## src/rtl/mrfcr_pkg.sv

```systemverilog
// Shared constants for the maintenance request fill and configuration route block
package mrfcr_pkg;
   // ----------------------------------------------------------------
   // Local register addresses on the user maintenance port
   // ----------------------------------------------------------------
   localparam logic [23:0] ADDR_REQ_INFO = 24'h010100; // Request header info
   localparam logic [23:0] ADDR_CSBA = 24'h00005C; // Config-space base mask
   localparam logic [23:0] ADDR_BASE_DEVID = 24'h000060; // Base device ID
   // ----------------------------------------------------------------
   // Request header info fields and reset values
   // ----------------------------------------------------------------
   localparam int TID_LSB = 24; // Transaction ID [31:24]
   localparam int TID_W = 8;
   localparam int PRIO_LSB = 17; // Priority [18:17]
   localparam int PRIO_W = 2;
   localparam int CRF_BIT = 16; // CRF [16]
   localparam int DEST_LSB = 0; // Destination ID [15:0]
   localparam int DEST_W = 16;
   localparam logic [7:0] TID_RST = 8'h00;
   localparam logic [1:0] PRIO_RST = 2'h1;
   localparam logic CRF_RST = 1'b0;
   localparam logic [15:0] DEST_RST = 16'h0000;
   // ----------------------------------------------------------------
   // Configuration-space match field
   // ----------------------------------------------------------------
   localparam int CSBA_W = 10; // Mask width
   localparam int CSBA_ADDR_LSB = 24; // Compared address [33:24]
   localparam int IO_ADDR_W = 34;
   // ----------------------------------------------------------------
   // Transaction type codes
   // ----------------------------------------------------------------
   localparam logic [3:0] FTYPE_MAINT = 4'h8;
   localparam logic [3:0] TTYPE_PORT_WRITE = 4'h4;
   // ----------------------------------------------------------------
   // Outgoing request word: tid, prio, crf, dest, write, addr, data
   // ----------------------------------------------------------------
   localparam int REQ_ADDR_W = 24;
   localparam int REQ_WORD_W = 84;
   localparam int FIFO_DEPTH = 16;
   localparam int FIFO_CNT_W = 5;
endpackage

```

## src/rtl/mrfcr_fifo.sv

```systemverilog
// Synchronous FIFO with valid and ready on both sides
`timescale 1ns/100ps
module mrfcr_fifo #(
   parameter int WIDTH = 84,
   parameter int DEPTH = 16,
   parameter int CNT_W = 5
) (
   input wire logic clk_i,
   input wire logic resetn_i,
   input wire logic in_valid_i,
   output logic in_ready_o,
   input wire logic [WIDTH-1:0] in_data_i,
   output logic out_valid_o,
   input wire logic out_ready_i,
   output logic [WIDTH-1:0] out_data_o,
   output logic [CNT_W-1:0] count_o
);
   // ----------------------------------------------------------------
   // Storage and pointers
   // ----------------------------------------------------------------
   logic [WIDTH-1:0] mem [DEPTH]; // Word storage
   logic [CNT_W-2:0] wr_ptr, next_wr_ptr; // Write index
   logic [CNT_W-2:0] rd_ptr, next_rd_ptr; // Read index
   logic [CNT_W-1:0] count, next_count; // Words held
   logic push, pop; // Accepted transfers

   // Honest flags from the count
   assign in_ready_o = (count != CNT_W'(DEPTH));
   assign out_valid_o = (count != '0);
   assign out_data_o = mem[rd_ptr];
   assign count_o = count;
   assign push = in_valid_i && in_ready_o;
   assign pop = out_valid_o && out_ready_i;

   // Next pointer and count
   always_comb begin
      next_wr_ptr = push ? wr_ptr + 1'b1 : wr_ptr;
      next_rd_ptr = pop ? rd_ptr + 1'b1 : rd_ptr;
      next_count = count;
      if (push && !pop) begin
         next_count = count + 1'b1;
      end else if (pop && !push) begin
         next_count = count - 1'b1;
      end
   end

   // Pointer registers
   always_ff @(posedge clk_i or negedge resetn_i) begin
      if (!resetn_i) begin
         wr_ptr <= '0;
         rd_ptr <= '0;
         count <= '0;
      end else begin
         wr_ptr <= next_wr_ptr;
         rd_ptr <= next_rd_ptr;
         count <= next_count;
      end
   end

   // Storage write, no reset needed
   always_ff @(posedge clk_i) begin
      if (push) begin
         mem[wr_ptr] <= in_data_i;
      end
   end
endmodule

```

## src/rtl/mrfcr_route.sv

```systemverilog
// Incoming I/O transaction steering by configuration-space base match
`timescale 1ns/100ps
module mrfcr_route
   import mrfcr_pkg::*;
#(
   parameter logic [15:0] SUPPORTED_FTYPES = 16'h0064,
   parameter bit CSBA_ENABLE = 1'b1
) (
   input wire logic valid_i,
   input wire logic simple_i,
   input wire logic [3:0] ftype_i,
   input wire logic [3:0] ttype_i,
   input wire logic [IO_ADDR_W-1:0] addr_i,
   input wire logic [CSBA_W-1:0] mask_i,
   output logic to_maint_o,
   output logic to_user_o,
   output logic drop_o
);
   // ----------------------------------------------------------------
   // Decode helpers
   // ----------------------------------------------------------------
   // Packet type built into the simplified header logic
   function automatic logic type_supported(input logic [3:0] ft);
      type_supported = SUPPORTED_FTYPES[ft];
   endfunction

   // Port-write packets are never handled
   function automatic logic is_port_write(input logic [3:0] ft, input logic [3:0] tt);
      is_port_write = (ft == FTYPE_MAINT) && (tt == TTYPE_PORT_WRITE);
   endfunction

   logic hit; // Upper address equals mask

   // Compare address [33:24], extended bits included
   assign hit = (addr_i[IO_ADDR_W-1:CSBA_ADDR_LSB] == mask_i);

   // Steering decision
   always_comb begin
      to_maint_o = 1'b0;
      to_user_o = 1'b0;
      drop_o = 1'b0;
      if (valid_i) begin
         if (is_port_write(ftype_i, ttype_i)) begin
            drop_o = 1'b1;
         end else if (CSBA_ENABLE && hit && simple_i && type_supported(ftype_i)) begin
            to_maint_o = 1'b1;
         end else begin
            to_user_o = 1'b1;
         end
      end
   end
endmodule

```

## src/rtl/mrfcr_top.sv

```systemverilog
// Maintenance request header fill and configuration-space routing
// Overview of operation
// - Next request carries stored TID, reset zero
// - TID advances by one per remote request
// - Priority field, reset 01, on requests
// - CRF bit copied into every request
// - CRF read-only when CRF unsupported
// - Destination ID field used in requests
// - Info register lives in logical layer
// - Matching I/O goes to maintenance port
// - Ten-bit mask versus address 33:24
// - Base mask reset from generation value
// - Match only supported simplified-header types
// - Base device ID reset from generation
// - Device ID width matches link partner
// - Port-write neither sent nor accepted
// - Header logic only for enabled types
// - Remote maintenance sourcing always enabled
// - Info register only via maintenance path
`timescale 1ns/100ps
module mrfcr_top
   import mrfcr_pkg::*;
#(
   parameter logic [CSBA_W-1:0] CSBA_MASK_RST = 10'h000,
   parameter logic [31:0] COMPONENT_DEVID = 32'h0000_00FF,
   parameter bit CRF_SUPPORT = 1'b1,
   parameter bit LARGE_DEVID = 1'b0,
   parameter bit CSBA_ENABLE = 1'b1,
   parameter logic [15:0] SUPPORTED_FTYPES = 16'h0064
) (
   input wire logic SYS_CLK_I,
   input wire logic RESETN_I,
   input wire logic MREQ_VALID_I,
   output logic MREQ_READY_O,
   input wire logic MREQ_REMOTE_I,
   input wire logic MREQ_WRITE_I,
   input wire logic MREQ_PWRITE_I,
   input wire logic [mrfcr_pkg::REQ_ADDR_W-1:0] MREQ_ADDR_I,
   input wire logic [31:0] MREQ_WDATA_I,
   output logic MRSP_VALID_O,
   output logic MRSP_ERR_O,
   output logic [31:0] MRSP_DATA_O,
   output logic TX_VALID_O,
   input wire logic TX_READY_I,
   output logic [mrfcr_pkg::REQ_WORD_W-1:0] TX_DATA_O,
   input wire logic IO_VALID_I,
   input wire logic IO_SIMPLE_I,
   input wire logic [3:0] IO_FTYPE_I,
   input wire logic [3:0] IO_TTYPE_I,
   input wire logic [mrfcr_pkg::IO_ADDR_W-1:0] IO_ADDR_I,
   output logic IO_TO_MAINT_O,
   output logic IO_TO_USER_O,
   output logic IO_DROP_O
);
   import mrfcr_pkg::*;

   // ----------------------------------------------------------------
   // Declarations
   // ----------------------------------------------------------------
   logic [TID_W-1:0] tid, next_tid; // Request transaction ID
   logic [PRIO_W-1:0] prio, next_prio; // Request priority
   logic crf, next_crf; // Request CRF
   logic [DEST_W-1:0] dest, next_dest; // Request destination ID
   logic [CSBA_W-1:0] csba, next_csba; // Config-space base mask
   logic [31:0] base_devid, next_base_devid; // Base device ID
   logic ready, next_ready; // Request port ready
   logic rsp_valid, next_rsp_valid; // Response strobe
   logic rsp_err, next_rsp_err; // Response error
   logic [31:0] rsp_data, next_rsp_data; // Response data
   logic tx_valid, next_tx_valid; // Output stage valid
   logic [REQ_WORD_W-1:0] tx_data, next_tx_data; // Output stage word
   logic to_maint, to_user, drop; // Route decision
   logic r_maint, r_user, r_drop; // Registered route pulses
   logic accept; // Request taken this cycle
   logic push; // Remote request into FIFO
   logic fifo_in_ready; // FIFO has room
   logic fifo_out_valid; // FIFO holds a word
   logic fifo_pop; // Move word to output stage
   logic [REQ_WORD_W-1:0] fifo_out_data; // FIFO head
   logic [FIFO_CNT_W-1:0] fifo_count; // FIFO fill level
   logic [REQ_WORD_W-1:0] req_word; // Header-filled request
   logic [DEST_W-1:0] hdr_dest; // Destination sized to ID width
   logic [31:0] info_read; // Info register read view

   // ----------------------------------------------------------------
   // Request acceptance
   // ----------------------------------------------------------------
   assign accept = MREQ_VALID_I && ready;
   // Remote sourcing cannot be switched off; port-write is refused
   assign push = accept && MREQ_REMOTE_I && !MREQ_PWRITE_I;

   // Small-system IDs keep the upper destination byte clear
   assign hdr_dest = LARGE_DEVID ? dest : {8'h00, dest[7:0]};

   // Header taken from the register as it stands at issue
   assign req_word = {tid, prio, crf, hdr_dest, MREQ_WRITE_I,
                      MREQ_ADDR_I, MREQ_WDATA_I};

   // Read view with reserved bits as zero
   assign info_read = {tid, 5'h00, prio, crf, dest};

   // ----------------------------------------------------------------
   // Request information register and local registers
   // ----------------------------------------------------------------
   // Next values for the locally held registers
   always_comb begin
      next_tid = tid;
      next_prio = prio;
      next_crf = crf;
      next_dest = dest;
      next_csba = csba;
      next_base_devid = base_devid;
      if (push) begin
         // Advance in the same cycle the request is pushed into the FIFO
         next_tid = tid + 1'b1;
      end else if (accept && !MREQ_REMOTE_I && MREQ_WRITE_I) begin
         // Local writes reach only through the maintenance port
         case (MREQ_ADDR_I)
            ADDR_REQ_INFO: begin
               next_tid = MREQ_WDATA_I[TID_LSB +: TID_W];
               next_prio = MREQ_WDATA_I[PRIO_LSB +: PRIO_W];
               if (CRF_SUPPORT) begin
                  next_crf = MREQ_WDATA_I[CRF_BIT];
               end
               next_dest = MREQ_WDATA_I[DEST_LSB +: DEST_W];
            end
            ADDR_CSBA: begin
               next_csba = MREQ_WDATA_I[CSBA_W-1:0];
            end
            ADDR_BASE_DEVID: begin
               next_base_devid = MREQ_WDATA_I;
            end
            default: begin
               next_tid = tid;
            end
         endcase
      end
   end

   // Register update
   always_ff @(posedge SYS_CLK_I or negedge RESETN_I) begin
      if (!RESETN_I) begin
         tid <= TID_RST;
         prio <= PRIO_RST;
         crf <= CRF_RST;
         dest <= DEST_RST;
         csba <= CSBA_MASK_RST;
         base_devid <= COMPONENT_DEVID;
      end else begin
         tid <= next_tid;
         prio <= next_prio;
         crf <= next_crf;
         dest <= next_dest;
         csba <= next_csba;
         base_devid <= next_base_devid;
      end
   end

   // ----------------------------------------------------------------
   // Handshake and response
   // ----------------------------------------------------------------
   // One request per two cycles; stall while FIFO nearly full
   always_comb begin
      next_ready = !accept && (fifo_count < FIFO_CNT_W'(FIFO_DEPTH - 1));
      next_rsp_valid = accept;
      next_rsp_err = 1'b0;
      next_rsp_data = 32'h0000_0000;
      if (accept) begin
         if (MREQ_PWRITE_I) begin
            next_rsp_err = 1'b1;
         end else if (!MREQ_REMOTE_I && !MREQ_WRITE_I) begin
            case (MREQ_ADDR_I)
               ADDR_REQ_INFO: next_rsp_data = info_read;
               ADDR_CSBA: next_rsp_data = {22'h000000, csba};
               ADDR_BASE_DEVID: next_rsp_data = base_devid;
               default: next_rsp_err = 1'b1;
            endcase
         end else if (!MREQ_REMOTE_I) begin
            // Unmapped local write answers with an error
            case (MREQ_ADDR_I)
               ADDR_REQ_INFO, ADDR_CSBA, ADDR_BASE_DEVID: next_rsp_err = 1'b0;
               default: next_rsp_err = 1'b1;
            endcase
         end
      end
   end

   // Handshake registers
   always_ff @(posedge SYS_CLK_I or negedge RESETN_I) begin
      if (!RESETN_I) begin
         ready <= 1'b0;
         rsp_valid <= 1'b0;
         rsp_err <= 1'b0;
         rsp_data <= 32'h0000_0000;
      end else begin
         ready <= next_ready;
         rsp_valid <= next_rsp_valid;
         rsp_err <= next_rsp_err;
         rsp_data <= next_rsp_data;
      end
   end

   // ----------------------------------------------------------------
   // Outbound buffer and output stage
   // ----------------------------------------------------------------
   // Request buffer toward the link side
   mrfcr_fifo #(
      .WIDTH(REQ_WORD_W),
      .DEPTH(FIFO_DEPTH),
      .CNT_W(FIFO_CNT_W)
   ) u_fifo (
      .clk_i(SYS_CLK_I),
      .resetn_i(RESETN_I),
      .in_valid_i(push),
      .in_ready_o(fifo_in_ready),
      .in_data_i(req_word),
      .out_valid_o(fifo_out_valid),
      .out_ready_i(fifo_pop),
      .out_data_o(fifo_out_data),
      .count_o(fifo_count)
   );

   assign fifo_pop = fifo_out_valid && (!tx_valid || TX_READY_I);

   // Output stage load and release
   always_comb begin
      next_tx_valid = tx_valid;
      next_tx_data = tx_data;
      if (fifo_pop) begin
         next_tx_valid = 1'b1;
         next_tx_data = fifo_out_data;
      end else if (TX_READY_I) begin
         next_tx_valid = 1'b0;
      end
   end

   // Output stage registers
   always_ff @(posedge SYS_CLK_I or negedge RESETN_I) begin
      if (!RESETN_I) begin
         tx_valid <= 1'b0;
         tx_data <= '0;
      end else begin
         tx_valid <= next_tx_valid;
         tx_data <= next_tx_data;
      end
   end

   // ----------------------------------------------------------------
   // Incoming I/O routing
   // ----------------------------------------------------------------
   // Decoder built only for enabled packet types
   mrfcr_route #(
      .SUPPORTED_FTYPES(SUPPORTED_FTYPES),
      .CSBA_ENABLE(CSBA_ENABLE)
   ) u_route (
      .valid_i(IO_VALID_I),
      .simple_i(IO_SIMPLE_I),
      .ftype_i(IO_FTYPE_I),
      .ttype_i(IO_TTYPE_I),
      .addr_i(IO_ADDR_I),
      .mask_i(csba),
      .to_maint_o(to_maint),
      .to_user_o(to_user),
      .drop_o(drop)
   );

   // Route pulses registered
   always_ff @(posedge SYS_CLK_I or negedge RESETN_I) begin
      if (!RESETN_I) begin
         r_maint <= 1'b0;
         r_user <= 1'b0;
         r_drop <= 1'b0;
      end else begin
         r_maint <= to_maint;
         r_user <= to_user;
         r_drop <= drop;
      end
   end

   // ----------------------------------------------------------------
   // Output wiring
   // ----------------------------------------------------------------
   assign MREQ_READY_O = ready;
   assign MRSP_VALID_O = rsp_valid;
   assign MRSP_ERR_O = rsp_err;
   assign MRSP_DATA_O = rsp_data;
   assign TX_VALID_O = tx_valid;
   assign TX_DATA_O = tx_data;
   assign IO_TO_MAINT_O = r_maint;
   assign IO_TO_USER_O = r_user;
   assign IO_DROP_O = r_drop;
endmodule

```

## config.mk

```make
export PLATFORM = sky130hd
export DESIGN_NAME = mrfcr_top
export DESIGN_NICKNAME = d
export VERILOG_FILES = /design/src/rtl/mrfcr_pkg.sv /design/src/rtl/mrfcr_fifo.sv /design/src/rtl/mrfcr_route.sv /design/src/rtl/mrfcr_top.sv
export SDC_FILE = /design/constraint.sdc
export NUM_CORES = 1
export LEC_CHECK = 0
export BUFFER_PORTS_ARGS = -buffer_cell sky130_fd_sc_hd__buf_2
export CORE_UTILIZATION = 45
export CTS_BUF_LIST = sky130_fd_sc_hd__clkbuf_4 sky130_fd_sc_hd__clkbuf_8
export CTS_CLUSTER_DIAMETER = 40
export DETAILED_ROUTE_END_ITERATION = 10
export SYNTH_ARGS = -nofsm -noshare
export SYNTH_HDL_FRONTEND = slang
export SYNTH_SLANG_ARGS = --single-unit
```

## constraint.sdc

```tcl
create_clock -name SYS_CLK_I -period 12.5 [get_ports SYS_CLK_I]
set_input_delay 2.5 -clock SYS_CLK_I [delete_from_list [all_inputs] [get_ports SYS_CLK_I]]
set_output_delay 2.5 -clock SYS_CLK_I [all_outputs]
set_load 0.02 [all_outputs]
```

==> results of run 1 <==
==> per-layer routing <==
layer  global-route usage [%]  part of all wire [%]  vias up
met1                    29.57                    42    14480
met3                    4.238                   6.2      230
met5                        0                 0.044        -
met4                    7.066                   2.2       10
met2                    36.38                    50      947
li1                         -                     -    11165
==> cell usage after synthesis (all sizes together) (3+ instances only) <==
master  count
xor2        6
nor2       57
edfxtp   1216
inv        13
buf        62
dfstp       9
xnor2      14
nand2b      4
nor4        7
nand3       5
a222oi     10
mux2      118
nand4       9
o21ai      14
nor3        8
mux2i       3
clkbuf     86
a22oi      17
nand2      88
and3        6
dfrtp     188
ha         12
mux4      304
or4         6
o22ai     151
a21oi      84
==> worst max path at each step <==
stage                      start                end  cells past startpoint
CTS                 MREQ_VALID_I  u_fifo.mem[0][43]                      9
finish              MREQ_VALID_I  u_fifo.mem[0][49]                      9
floorplan           MREQ_VALID_I   u_fifo.mem[3][0]                      6
global route        MREQ_VALID_I  u_fifo.mem[0][47]                      9
global placement    MREQ_VALID_I  u_fifo.mem[0][44]                      9
detailed placement  MREQ_VALID_I  u_fifo.mem[0][45]                      9
==> logic make-up (layout without fill, tap and decap cells) <==
| kind of cell | after synthesis | in the layout | share of synthesized area, % |
|---|---|---|---|
| AOI/OAI and AO/OA | 286 | 286 | 3.259 |
| xor gates and xnor gates | 20 | 20 | 0.3280 |
| adders and majority gates | 13 | 13 | 0.3186 |
| buffers and inverters | 161 | 685 | 1.270 |
| DFF | 1413 | 1413 | 77.63 |
| muxes | 425 | 425 | 15.44 |
| other | 1 | 10 | 0.007022 |
| and+or+nand+nor | 202 | 202 | 1.755 |
==> area by class of cell <==
| class | instances | area share, % |
|---|---|---|
| antenna | 2 | 0.008180 |
| inverter | 13 | 0.07975 |
| tap | 1536 | 3.141 |
| sequential | 1413 | 67.77 |
| clock buffer | 345 | 6.799 |
| multi-input combinational | 954 | 18.76 |
| clock inverter | 75 | 1.114 |
| timing repair buffer | 252 | 2.323 |
==> state kept, by name, indices dropped and copies added, names as in the netlist, 2 cells and up <==
signal          cells
u_fifo.mem       1216
u_fifo.rd_ptr       4
u_fifo.count_o      5
prio                2
base_devid         32
TX_DATA_O          76
u_fifo.wr_ptr       4
MRSP_DATA_O        32
csba               10
dest               16
tid                 8
==> worst reg2reg max path, cell delays in order, from the launching register on <==
cell and delay (ps):
dfrtp_1 490, nand2_1 180, inv_1 130, nand3b_1 330, nor2_1 590, nand2_1 380
nor3_2 740, buf_4 530, buf_4 890
==> power by group through the flow <==
stage	combinational, mW	sequential [mW]	clock [mW]
finish	2.82	5.73	4.14
global route	3.03	5.76	4.43
global placement	2.82	5.81	0
CTS	2.87	5.73	4.23
floorplan	2.01	5.75	0
detailed placement	2.86	5.83	0
==> impl_metrics.ini, run 1 <==
[run_status]
status = complete, no violations

[placed_design]
dpl.hpwl_um = 66400
gp_congestion = 0.7821
place_ws_ps = 5655
placed_area_sq_mm = 0.05634
port_buffers = 197
dp.cells = 4168

[floorplan]
top_level_ports = 230
dieArea_sq_mm = 0.1201
start_util_pct = 45.29
die_x_um = 346.5
coreArea_sq_mm = 0.1179
num_rows = 126
die_h_um = 346.5

[final_layout]
final_common_cell = edfxtp_1
final_nets = 2976
seq_area_sq_mm = 0.04147
multi_input_area_sq_mm = 0.01148
nFillCells = 9301
layout-drive-gt1-share_pct = 36.40
syn2layout_area_growth_pct = 14.57
final_cell_count_no_fill = 4590
fin_util_pct = 51.89
mostFrequentLayoutCells = edfxtp_1, mux4_2, clkbuf_8
design_area_sq_mm = 0.06119

[grt]
overflow = 0
grt_usage_pct = 22.02
grt_max_degree = 147
grt_pass1_wl_um = 191100
grt_pass1_vias = 28600
antenna_found_initial = 8

[timing]
layout_min_cycle_time_ps = 5940
rsz0062_at_grt = false
drv_slew = 0
finalHoldViolations = 0
finalSetupTns_ps = 0
fin_crit_sh_pct = 47.52
holdWs_ps = 471.5
relSlewSlack_pct = 10.36
worst_pin_slew_ps = 1342
finalClockSkew_ps = 34.84
setup_viol = 0
max_freq_mhz = 168.4
fin_ws_ps = 6560

[cts]
htree_levels = 4
worstSkewPairLatency_ps = 930
ctsHoldBuffers = 0
numCtsBuffers = 222
cts.clk_slew.worst_paths_ps = 60
cts_resized = 0
cts_setup_buffers = 0
clock-sinks = 1413
cts_tree = yes
root_buffer = clkbuf_8
clk_path_buf_depth = 3

[power]
p_int_mw = 9.038
p_clk_share_pct = 32.7
powerDensity_mw_per_mm2 = 207.4
leakage_nw = 20.13
power_switching_mw = 3.651
seq_power_share_pct = 45.1
power_mw = 12.69
combPwrFrac_pct = 22.2
netSwitchingFraction_pct = 28.77
ir_drop_uv = 215.2

[hold_path]
hold_path_depth = 2
holdPathEnd = dest[8]
min_path_type = flop to flop
hold_start = dest[8]

[logic_synthesis]
synthTopCellsByArea = edfxtp_1, mux4_2, dfrtp_1, mux2_2, o22ai_1
synth_async_sr_flop_share_pct = 13.94
synth_cell_types = 52
syn-cell-area_sq_mm = 0.05340
ys_ff_latch = 1413
synth_top_area_share_pct = 68.38
seq_area_frac_synth_pct = 77.63
synthCells = 2521
avgSynthCellArea_sq_um = 21.18
synth_top_cell_by_area = edfxtp_1
yosys_warnings = 0
synth_edf_count = 1216
ys_dominant_reg_cell = edfxtp_1

[critical_path]
critPathKind = input port to flop
crit_required_ps = 13030
crit_arrival_ps = 6470
slowest_delay_ps = 860
r2r-end = u_fifo.mem[0][49]
critPathBufInv = 4
r2r-start = MREQ_READY_O
critPathSlowestCell = buf_4
crit_fanout = 50
cp-end-kind = flop
cp-start-kind = input port
crit_chain = buf_2 > nand2_1 > inv_1 > nand3b_1 > nor2_1 > nand2_1 > nor3_2 > buf_4 > buf_4
r2r_slack_ps = 7770
cp_top_family = simple AND/OR/NAND/NOR gates
reg2reg_depth = 8

[routing]
drc_errors = 0
drt-initial-drc-count = 2581
drt-total-wl_um = 130300
vias_per_cell = 5.846
postRouteAntennaNets = 0
num_vias = 26832
drtPass1Iterations = 7
wl_per_cell_um = 28.39

[job]
max_cap_viol_count = 0
Note: power is estimated with default switching activity, not from simulation.
==> run 2, diff against run 1 <==
- ABC_AREA: unset -> 1
- clock period: 12.5 -> 5.72 ns (I/O delays scaled with it)
==> run 2 against run 1 <==
Combinational power grew to 3.3 times the previous value. Global-route usage grew 2.0 points. Core utilization shrank 0.61 points. Register-to-register slack lost 5300 ps. Setup slack lost 4100 ps. Cell count grew 54%. Clock skew grew 23 ps. Critical path depth is the same. Sequential power grew 120%. Clock-buffer cell count grew 8.
==> impl_metrics.ini, run 2 <==
[run_status]
status = complete, no violations

[grt]
grt_usage_pct = 23.99
antenna_found_initial = 15
grt_pass1_wl_um = 228200
overflow = 0
grt_max_degree = 190
grt_pass1_vias = 36399

[final_layout]
syn2layout_area_growth_pct = 12.90
final_nets = 5353
layout-drive-gt1-share_pct = 13.32
final_common_cell = nand2_1
mostFrequentLayoutCells = nand2_1, edfxtp_1, nand3_1
nFillCells = 10938
top_register = u_fifo.mem
largest_reg_flops = 1216

[cts]
cts_tree = yes
cts.clk_slew.worst_paths_ps = 60
ctsHoldBuffers = 0
cts_setup_buffers = 0
numCtsBuffers = 231
worstSkewPairLatency_ps = 980
root_buffer = clkbuf_8
cts_resized = 0
htree_levels = 4
clock-sinks = 1413
clk_path_buf_depth = 3

[floorplan]
die_h_um = 358.2
die_x_um = 358.2
num_rows = 130
start_util_pct = 45.41
dieArea_sq_mm = 0.1283
top_level_ports = 230
coreArea_sq_mm = 0.1257

[timing]
finalSetupTns_ps = 0
layout_min_cycle_time_ps = 3222
worst_pin_slew_ps = 1198
finalClockSkew_ps = 58.30
relSlewSlack_pct = 20.14
rsz0062_at_grt = false
fin_ws_ps = 2498
max_freq_mhz = 310.4
finalHoldViolations = 0
fin_crit_sh_pct = 56.33
drv_slew = 0
setup_viol = 0

[critical_path]
critPathKind = flop to flop
crit_top_cell = nand2_1
cp-end-kind = flop
critPathBufInv = 2
crit_arrival_ps = 4060
crit_fanout = 155
slowest_delay_ps = 810
critPathSlowestCell = dfrtp_4
cp-start-kind = flop
cp_top_family = buffers and inverters
crit_chain = buf_12 > buf_4 > nand3_1 > nand3_1 > nand2_1 > nand2_1 > nand2_1 > nand2_1 > nand2_1
crit_required_ps = 6550

[hold_path]
min_path_type = input port to asynchronous set/reset pin

[power]
leakage_nw = 25.36
powerDensity_mw_per_mm2 = 475.4
ir_drop_uv = 482.1

[logic_synthesis]
synthTopCellsByArea = edfxtp_1, nand2_1, dfrtp_1, nand3_1, buf_2
synth_edf_count = 1216
seq_area_frac_synth_pct = 72.60
ys_dominant_reg_cell = edfxtp_1
syn-cell-area_sq_mm = 0.05710
synth_top_cell_by_area = edfxtp_1
ys_ff_latch = 1413
synth_most_common_cell = nand2_1
yosys_warnings = 0
avgSynthCellArea_sq_um = 11.36
synth.cells.most_frequent = nand2_1, edfxtp_1, nand3_1
synth_cell_types = 40
synth_top_area_share_pct = 63.95
synth_async_sr_flop_share_pct = 13.94
synthCells = 5028

[routing]
drt-total-wl_um = 153200
drt-initial-drc-count = 3524
wl_per_cell_um = 21.61
postRouteAntennaNets = 0
drtPass1Iterations = 5
vias_per_cell = 5.317
num_vias = 37693
drc_errors = 0

[job]
max_cap_viol_count = 0

[placed_design]
place_ws_ps = 1704
port_buffers = 197
gp_congestion = 0.7649
dpl.hpwl_um = 78250
[run 2: layout make-up]
cell class	count	area [sq um]	area share (%)
flip-flops and latches	1413	41470	64.33
multi-input cells	3224	13950	21.64
clock buffers	353	4189	6.498
well taps	1650	2064	3.202
repair buffers	263	1754	2.721
clock inverters	82	623.1	0.9665
inverters	100	405.4	0.6288
diodes	4	10.01	0.01553
[run 2: metal layers]
metal	GRT usage, %	wire [um]	vias up
met5	0	56	-
met4	8.060	4229	8
met3	5.244	11370	280
met2	38.42	72000	1351
met1	32.50	65550	18370
li1	-	-	17684
[run 2: logic make-up after synthesis]
| kind of cell | synth area share, % |
|---|---|
| AO/OA/AOI/OAI | 0.9466 |
| AND/OR/NAND/NOR | 22.73 |
| adder cells (fa/ha/maj) | 0.2980 |
| flip-flops | 72.60 |
| other | 0.006567 |
| XOR/XNOR | 0.1841 |
| buffers and inverters | 3.234 |
[run 2: path summary, 6_finish.rpt]
| kind | slack (ps) | end | startpoint | cells after the start |
|---|---|---|---|---|
| worst max-delay path | 2500 | TX_DATA_O[8] | u_fifo.rd_ptr[1] | 9 |
| worst min-delay path | 270 | MREQ_READY_O | RESETN_I | 1 |
| worst max register to register | 2500 | TX_DATA_O[8] | u_fifo.rd_ptr[1] | 9 |
| worst min register to register | 470 | TX_DATA_O[44] | TX_DATA_O[44] | 2 |
| max in group asynchronous | 4270 | TX_DATA_O[35] | RESETN_I | 2 |
| min in group SYS_CLK_I | 420 | IO_DROP_O | IO_VALID_I | 3 |
[run 2: where the power goes]
group | internal [mW] | total (mW) | leakage, nW | switching (mW)
registers | 11.8 | 12.4 | 13.9 | 0.628
logic | 2.53 | 9.21 | 8.93 | 6.68
clock network | 4.97 | 9.02 | 2.57 | 4.06
total | 19.3 | 30.7 | 25.4 | 11.4
[run 2: through the flow]
| stage | hold WS (ps) | total power, mW | cells | instance area, sq um | util [%] |
|---|---|---|---|---|---|
| global placement | 458.1 | 21.78 | 6650 | 59650 | 47.44 |
| finish | 270.1 | 30.65 | 7089 | 64470 | 51.27 |
| CTS | 207.9 | 30.87 | 7085 | 64460 | 51.27 |
| detailed placement | 459.8 | 21.85 | 6650 | 59650 | 47.44 |
| global route | 261.5 | 32.41 | 7087 | 64460 | 51.27 |
| floorplan | 442.2 | 18.74 | 5035 | 57130 | - |
